## src/adsc_pkg.sv

```systemverilog
// constants and types for the audio dac sound control register bank
// assumes one clock domain shared with the serial control decoder
// How it works
// - bass lift decoded per feature mode, capped
// - bit 15 picks soft or quick silence
// - silence request mutes; resets to one
// - gain select gives 0 or 6 dB
// - emphasis field selects none, 32, 44.1, 48
// - emphasis field only in modes 4-8; auto 1,3
// - sign flip inverts output samples when set
// - rate range bit selects tracking band
// - source field picks data, clock, pll reference
// - feature mode selects flat, minimum, maximum tables
// - slicer bit picks input a or b
// - burst enable mutes on compressed preambles
// - combine bit folds pcm detect into lock
package adsc_pkg;

    localparam int ADDR_W = 8;
    localparam int DATA_W = 16;
    localparam int SAMPLE_W = 24;

    localparam logic [ADDR_W-1:0] SOUND_FEATURE_OFS = 8'h12;
    localparam logic [ADDR_W-1:0] DEEMPHASIS_MUTE_CTRL_OFS = 8'h13;
    localparam logic [ADDR_W-1:0] DAC_SOURCE_CLOCK_CTRL_OFS = 8'h14;
    localparam logic [ADDR_W-1:0] SPDIF_INPUT_CTRL_OFS = 8'h30;

    // sound feature register fields
    localparam int FEATURE_MODE_LSB = 14;
    localparam int LOW_FREQ_LIFT_LSB = 8;
    // de-emphasis and mute register fields
    localparam int FAST_SILENCE_BIT = 15;
    localparam int SILENCE_REQUEST_BIT = 14;
    localparam int PATH_GAIN_BIT = 13;
    localparam int EMPHASIS_LSB = 8;
    // dac source register fields
    localparam int SIGN_FLIP_BIT = 15;
    localparam int RATE_RANGE_BIT = 14;
    localparam int SOURCE_LSB = 8;
    // spdif input register fields
    localparam int PCM_COMBINE_BIT = 3;
    localparam int BURST_SILENCE_BIT = 2;
    localparam int INPUT_PICK_BIT = 0;

    localparam logic [1:0] FEATURE_MODE_RST = 2'h0;
    localparam logic [3:0] LOW_FREQ_LIFT_RST = 4'h0;
    localparam logic FAST_SILENCE_RST = 1'b0;
    localparam logic SILENCE_REQUEST_RST = 1'b1;
    localparam logic PATH_GAIN_RST = 1'b0;
    localparam logic [2:0] EMPHASIS_RST = 3'h0;
    localparam logic SIGN_FLIP_RST = 1'b0;
    localparam logic RATE_RANGE_RST = 1'b1;
    localparam logic [1:0] SOURCE_RST = 2'h2;
    localparam logic PCM_COMBINE_RST = 1'b1;
    localparam logic BURST_SILENCE_RST = 1'b1;
    localparam logic INPUT_PICK_RST = 1'b0;

    // bass lift ceilings in dB
    localparam logic [4:0] LIFT_CAP_MIN_DB = 5'h12;
    localparam logic [4:0] LIFT_CAP_MAX_DB = 5'h18;

    typedef enum logic [1:0] {
        ADSC_FLAT = 2'h0,
        ADSC_MINIMUM = 2'h1,
        ADSC_UNUSED = 2'h2,
        ADSC_MAXIMUM = 2'h3
    } adsc_feature_t;

    typedef enum logic [1:0] {
        ADSC_SRC_SERIAL_SPDIF_REF = 2'h0,
        ADSC_SRC_SERIAL_WS_REF = 2'h1,
        ADSC_SRC_SPDIF = 2'h2,
        ADSC_SRC_SERIAL_XTAL = 2'h3
    } adsc_source_t;

    typedef struct packed {
        logic en;
        logic [ADDR_W-1:0] addr;
        logic [DATA_W-1:0] data;
    } adsc_wr_t;

    typedef struct packed {
        logic valid;
        logic [SAMPLE_W-1:0] data;
    } adsc_sample_t;

    // decoded controls shown to the signal path
    typedef struct packed {
        logic [4:0] bass_lift_db;
        logic fast_silence;
        logic silence_active;
        logic gain_6db;
        logic [2:0] emphasis_curve;
        logic emphasis_auto;
        logic rate_high;
        logic rate_narrow;
        logic data_from_spdif;
        logic clock_from_xtal;
        logic pll_ref_word_select;
        logic input_b;
        logic lock;
    } adsc_ctrl_t;

endpackage

```

## src/adsc_regs.sv

```systemverilog
// register bank and decode for the dac sound control group
// assumes writes arrive already decoded from the serial control port, same clock
`timescale 1ns/1ps

module adsc_regs (
    input wire logic clock_in,
    input wire logic arst_n_in,
    input wire adsc_pkg::adsc_wr_t wr_in,
    input wire logic [3:0] op_mode_in,
    input wire logic silence_pin_in,
    input wire logic burst_detect_in,
    input wire logic spdif_lock_in,
    input wire logic pcm_detect_in,
    input wire adsc_pkg::adsc_sample_t sample_in,
    output logic [1:0] sound_mode_out,
    output adsc_pkg::adsc_ctrl_t ctrl_out,
    output adsc_pkg::adsc_sample_t sample_out
);
    import adsc_pkg::*;

    typedef struct packed {
        adsc_feature_t mode;
        logic [3:0] low_freq_lift;
        logic fast_silence_select;
        logic silence_request;
        logic path_gain_select;
        logic [2:0] emphasis_curve_select;
        logic output_sign_flip;
        logic rate_range_select;
        adsc_source_t source;
        logic pcm_combine;
        logic compressed_frame_auto_silence;
        logic optical_coax_input_pick;
        logic [1:0] pin_sync;
        adsc_ctrl_t ctrl;
        adsc_sample_t sample;
    } adsc_state_t;

    adsc_state_t s_q;
    adsc_state_t s_d;
    logic [4:0] lift_x2;

    always_comb begin
        s_d = s_q;
        lift_x2 = {s_q.low_freq_lift, 1'b0};
        // mute pin comes from outside: two stages before use
        s_d.pin_sync = {s_q.pin_sync[0], silence_pin_in};
        if (wr_in.en) begin
            // reserved bits are dropped; host zeroes them except bits 13:12 of the 8'h12 register
            unique case (wr_in.addr)
                SOUND_FEATURE_OFS: begin
                    s_d.mode = adsc_feature_t'(wr_in.data[FEATURE_MODE_LSB +: 2]);
                    s_d.low_freq_lift = wr_in.data[LOW_FREQ_LIFT_LSB +: 4];
                end
                DEEMPHASIS_MUTE_CTRL_OFS: begin
                    s_d.fast_silence_select = wr_in.data[FAST_SILENCE_BIT];
                    s_d.silence_request = wr_in.data[SILENCE_REQUEST_BIT];
                    s_d.path_gain_select = wr_in.data[PATH_GAIN_BIT];
                    s_d.emphasis_curve_select = wr_in.data[EMPHASIS_LSB +: 3];
                end
                DAC_SOURCE_CLOCK_CTRL_OFS: begin
                    s_d.output_sign_flip = wr_in.data[SIGN_FLIP_BIT];
                    s_d.rate_range_select = wr_in.data[RATE_RANGE_BIT];
                    s_d.source = adsc_source_t'(wr_in.data[SOURCE_LSB +: 2]);
                end
                SPDIF_INPUT_CTRL_OFS: begin
                    s_d.pcm_combine = wr_in.data[PCM_COMBINE_BIT];
                    s_d.compressed_frame_auto_silence = wr_in.data[BURST_SILENCE_BIT];
                    s_d.optical_coax_input_pick = wr_in.data[INPUT_PICK_BIT];
                end
                default: begin
                    // other addresses belong to other banks
                end
            endcase
        end
        // decode from the stored settings; decoded outputs lag a write by two cycles
        unique case (s_q.mode)
            ADSC_MINIMUM: s_d.ctrl.bass_lift_db =
                (lift_x2 > LIFT_CAP_MIN_DB) ? LIFT_CAP_MIN_DB : lift_x2;
            ADSC_MAXIMUM: s_d.ctrl.bass_lift_db =
                (lift_x2 > LIFT_CAP_MAX_DB) ? LIFT_CAP_MAX_DB : lift_x2;
            // code 10 is undefined; treated as flat
            default: s_d.ctrl.bass_lift_db = 5'h00;
        endcase
        s_d.ctrl.fast_silence = s_q.fast_silence_select;
        s_d.ctrl.silence_active = s_q.silence_request | s_q.pin_sync[1]
            | (s_q.compressed_frame_auto_silence & burst_detect_in);
        s_d.ctrl.gain_6db = s_q.path_gain_select;
        s_d.ctrl.emphasis_auto = (op_mode_in == 4'h1) || (op_mode_in == 4'h3);
        s_d.ctrl.emphasis_curve = ((op_mode_in >= 4'h4) && (op_mode_in <= 4'h8))
            ? s_q.emphasis_curve_select : 3'h0;
        s_d.ctrl.rate_high = s_q.rate_range_select;
        s_d.ctrl.rate_narrow = ~s_q.rate_range_select
            & ((op_mode_in == 4'h6) || (op_mode_in == 4'h7));
        s_d.ctrl.data_from_spdif = (s_q.source == ADSC_SRC_SPDIF);
        s_d.ctrl.clock_from_xtal = (s_q.source == ADSC_SRC_SERIAL_XTAL);
        s_d.ctrl.pll_ref_word_select = (s_q.source == ADSC_SRC_SERIAL_WS_REF);
        s_d.ctrl.input_b = s_q.optical_coax_input_pick;
        s_d.ctrl.lock = spdif_lock_in & (~s_q.pcm_combine | pcm_detect_in);
        s_d.sample.valid = sample_in.valid;
        // two's complement negate wraps the most negative code to itself
        s_d.sample.data = s_q.output_sign_flip
            ? SAMPLE_W'(~sample_in.data + 1'b1) : sample_in.data;
    end

    always_ff @(posedge clock_in or negedge arst_n_in) begin
        if (!arst_n_in) begin
            s_q <= '0;
            s_q.mode <= adsc_feature_t'(FEATURE_MODE_RST);
            s_q.low_freq_lift <= LOW_FREQ_LIFT_RST;
            s_q.fast_silence_select <= FAST_SILENCE_RST;
            s_q.silence_request <= SILENCE_REQUEST_RST;
            s_q.path_gain_select <= PATH_GAIN_RST;
            s_q.emphasis_curve_select <= EMPHASIS_RST;
            s_q.output_sign_flip <= SIGN_FLIP_RST;
            s_q.rate_range_select <= RATE_RANGE_RST;
            s_q.source <= adsc_source_t'(SOURCE_RST);
            s_q.pcm_combine <= PCM_COMBINE_RST;
            s_q.compressed_frame_auto_silence <= BURST_SILENCE_RST;
            s_q.optical_coax_input_pick <= INPUT_PICK_RST;
            // outputs start muted and consistent with reset settings
            s_q.ctrl.silence_active <= SILENCE_REQUEST_RST;
            s_q.ctrl.rate_high <= RATE_RANGE_RST;
            s_q.ctrl.data_from_spdif <= 1'b1;
        end else begin
            s_q <= s_d;
        end
    end

    assign sound_mode_out = s_q.mode;
    assign ctrl_out = s_q.ctrl;
    assign sample_out = s_q.sample;

endmodule

```

## config.mk

```make
export PLATFORM = sky130hd
export DESIGN_NAME = adsc_regs
export DESIGN_NICKNAME = d
export VERILOG_FILES = /design/src/adsc_pkg.sv /design/src/adsc_regs.sv
export SDC_FILE = /design/constraint.sdc
export NUM_CORES = 1
export LEC_CHECK = 0
export BUFFER_PORTS_ARGS = -buffer_cell sky130_fd_sc_hd__buf_4
export CAP_MARGIN = 25
export CORE_MARGIN = 4
export CORE_UTILIZATION = 49
export DETAILED_ROUTE_END_ITERATION = 10
export GPL_ROUTABILITY_DRIVEN = 0
export MAX_ROUTING_LAYER = met4
export PLACE_DENSITY = 0.76
export SLEW_MARGIN = 10
export SYNTH_ARGS = -nofsm -noshare
export SYNTH_HDL_FRONTEND = slang
export SYNTH_SLANG_ARGS = --single-unit
```

## constraint.sdc

```tcl
create_clock -name clock_in -period 1.3 [get_ports clock_in]
set_input_delay 0.13 -clock clock_in [delete_from_list [all_inputs] [get_ports clock_in]]
set_output_delay 0.13 -clock clock_in [all_outputs]
set_load 0.01 [all_outputs]
```

==> results.cfg <==
[run_status]
outcome = finished with violations
violations = setup timing

[logic_synthesis]
ys_seq_elements = 64
ys.warnings.count = 0
synthFlopType = dfrtp_1
synthCells = 231
synth.distinct_cells = 39
synth_edf_count = 0
yosys-top-cells-area = dfrtp_1, buf_4, mux2_2, dfstp_2, xnor2_1
synth.top_cell.area_share_pct = 48.03
synth_top_family_by_area = buffers and inverters
synth_xor_area_share_pct = 6.604
synth_common_cells = dfrtp_1, buf_4, xnor2_1, mux2_2, nand2_1
synthArstFlopShare_pct = 100.0
syn_area_per_cell_sq_um = 12.63
muxShareOfSynthArea_pct = 7.333
synth.most_common_cell = dfrtp_1
synth_top_cell_by_area = dfrtp_1
yosys.area_share.simple_pct = 10.89
syn-cell-area_sq_mm = 0.002918
synth_compound_area_share_pct = 6.389
synth_nets = 292
ys_seq_area_share_pct = 55.23
synth-adder-area-share_pct = 0.4288

[power_and_ir_drop]
power_density_mw_per_mm2 = 1089
power.total_mw = 4.546
seqPwrFrac_pct = 47.6
leakage_nw = 1.956
clkPwrFrac_pct = 37.1
p_switching_mw = 1.139
p_int_mw = 3.407
netSwitchingFraction_pct = 25.06
combPwrFrac_pct = 15.4
peakVddDrop_mv = 0.6182

[sta]
rsz0062_at_grt = yes
clock.fmax_mhz = 717.8
finalSetupViolCount = 14
final_hold_viol_count = 0
period_share_pct = 107.2
tns_ps = -701.1
setup_slack_ps = -93.10
finalMaxSlewViolations = 0
min_period_ps = 1393
clock_skew_ps = 7.346

[grt]
top_usage_layer = met2
grt_pass1_vias = 2136
grt_pass1_wl_microns = 10160
grt_antenna_before_repair = 0
grt_max_degree = 30
overflow = 0
use_met3_pct = 3.495
grtUsageTotal_pct = 18.69
use_met2_pct = 30.79
gr-usage-met1_pct = 21.60

[clock_network]
clk_pin_slew_worst_paths_ps = 80
clock_sinks = 64
clockBufferDepth = 2
clock_latency_ps = 340
cts_root_buffer = clkbuf_8
ctsHtreeMaxLevel = 3
cts-buffers-inserted = 9
cts_tree = built

[critical_path]
crit_path_max_fanout = 4
required_ps = 1520
arrival_ps = 1610
worst_setup_path_start_kind = input pin
path_class = in -> reg
endpoint_kind = flop

[detailed_routing]
antenna_left = 0
drt-initial-drc-count = 56
wire_per_inst_microns = 14.86
routed_wl_microns = 6212
vias = 2016
dr.pass1.iters = 4
drcViolationCount = 0
vias_per_cell = 4.823

[placement]
dpl.hpwl_microns = 4624
placed_area_sq_mm = 0.003762
io_buffers = 98
place_inst = 388

[die]
die_w_microns = 85.17
rows = 27
initial_core_util_pct = 51.72
pin_count = 106
die_height_microns = 85.17
core_sq_mm = 0.005642
dieArea_sq_mm = 0.007253

[final_layout]
fillCellCount = 395
final_cells = 418
area_growth_pct = 43.14
nNetsFinal = 402
fin_area_sq_mm = 0.004177
layout.area.seq_sq_mm = 0.001612
multi_input_area_sq_mm = 0.001085
insertedDiodeCount = 0
finish.utilization_pct = 74.03
drive_above_1_share_pct = 57.80

[worst_hold_path]
min_path_type = in -> reg

[flow_run]
maxCapViolCount = 0
-- final cells by class --
| type | count | area share (%) |
|---|---|---|
| sequential | 64 | 38.59 |
| inverter | 4 | 0.3595 |
| clock inverter | 7 | 1.738 |
| multi-input combinational | 114 | 25.97 |
| tap | 72 | 2.157 |
| clock buffer | 9 | 2.966 |
| timing repair buffer | 148 | 28.22 |
-- per-layer routing --
layer,vias up,part of all wire [%]
met5,-,0
met4,0,2.4
met3,14,4.9
met2,61,52
met1,978,41
li1,963,-
-- registers in the layout, indices dropped and copies added (netlist names) --
name and cells:
sound_mode_out 2, lift_x2 4, s_q 10, sample_out 25, s_d 5, ctrl_out 18
-- timing repair --
| action | 4_1_cts | 5_1_grt |
|---|---|---|
| endpoints found under the setup margin | 15 | 18 |
| pin swaps | 5 | 7 |
| hold buffers | 13 | 0 |
| endpoints found under the hold margin | 57 | 0 |
| setup buffers | 0 | 1 |
| resized for setup | 8 | 5 |
-- final timing paths --
check	cells after the start	slack, ps	to	startpoint
worst max register to register	3	250	sample_out[12]	s_q[52]
worst min-delay path	2	20	s_q[47]	wr_in[2]
worst max-delay path	5	-90	s_q[52]	wr_in[22]
max in group asynchronous	3	550	ctrl_out[4]	arst_n_in
worst min register to register	0	360	s_q[45]	s_d[45]
min in group asynchronous	2	220	s_d[45]	arst_n_in
-- per-stage QoR --
step                hold WS (ps)  setup WS [ps]
finish                     16.37         -93.10
global route              0.3288         -97.20
CTS                        1.417         -86.38
detailed placement         32.72         -510.5
global placement           24.55         -469.7
floorplan                 -165.6         -326.2
-- cell usage in the layout, fill, tap and decap left out, drive strengths merged --
| master | Yosys | layout |
|---|---|---|
| nand3 | 1 | 1 |
| clkinvlp | 0 | 2 |
| nor2b | 6 | 6 |
| nor4 | 3 | 3 |
| buf | 47 | 135 |
| nor4b | 1 | 1 |
| nand2b | 5 | 5 |
| nor4bb | 1 | 1 |
| and3b | 2 | 2 |
| clkbuf | 2 | 9 |
| ha | 1 | 1 |
| nor3b | 1 | 1 |
| mux2 | 19 | 19 |
| a21boi | 1 | 1 |
| o21ai | 7 | 7 |
| dfrtp | 56 | 56 |
| nor3 | 1 | 1 |
| or3 | 2 | 2 |
| or4bb | 1 | 1 |
| or4 | 3 | 3 |
| a211o | 1 | 1 |
| nor2 | 5 | 5 |
| o41ai | 6 | 6 |
| inv | 4 | 4 |
| conb | 1 | 1 |
| dfstp | 8 | 8 |
| nand4 | 1 | 1 |
| and3 | 1 | 1 |
| a21oi | 3 | 3 |
| bufinv | 0 | 1 |
| and2 | 2 | 2 |
| dlygate4sd3 | 0 | 13 |
| or4b | 1 | 1 |
| o31ai | 6 | 6 |
| nand2 | 10 | 10 |
| xnor2 | 22 | 22 |
| clkinv | 0 | 4 |
-- critical path, cell delays in order --
cell,delay (ps)
buf_6,90
or4b_4,540
nor4b_4,250
and3b_2,290
mux2_4,310
-- kinds of logic after synthesis --
| family | count (synthesis) |
|---|---|
| AO/OA/AOI/OAI | 24 |
| buffers and inverters | 53 |
| flip-flops | 64 |
| XOR/XNOR | 22 |
| other | 1 |
| multiplexers | 19 |
| AND/OR/NAND/NOR | 47 |
| adder cells (fa/ha/maj) | 1 |
-- power by group through the flow --
stage / Combinational, mW / Clock, mW / Sequential [mW]
after floorplan: 0.345 / 0 / 2.18
after CTS: 0.698 / 1.72 / 2.16
after detailed placement: 0.655 / 0 / 2.20
final: 0.699 / 1.68 / 2.16
after global routing: 0.757 / 1.80 / 2.18
after global placement: 0.640 / 0 / 2.20
Power figures use the tool's default switching activity.
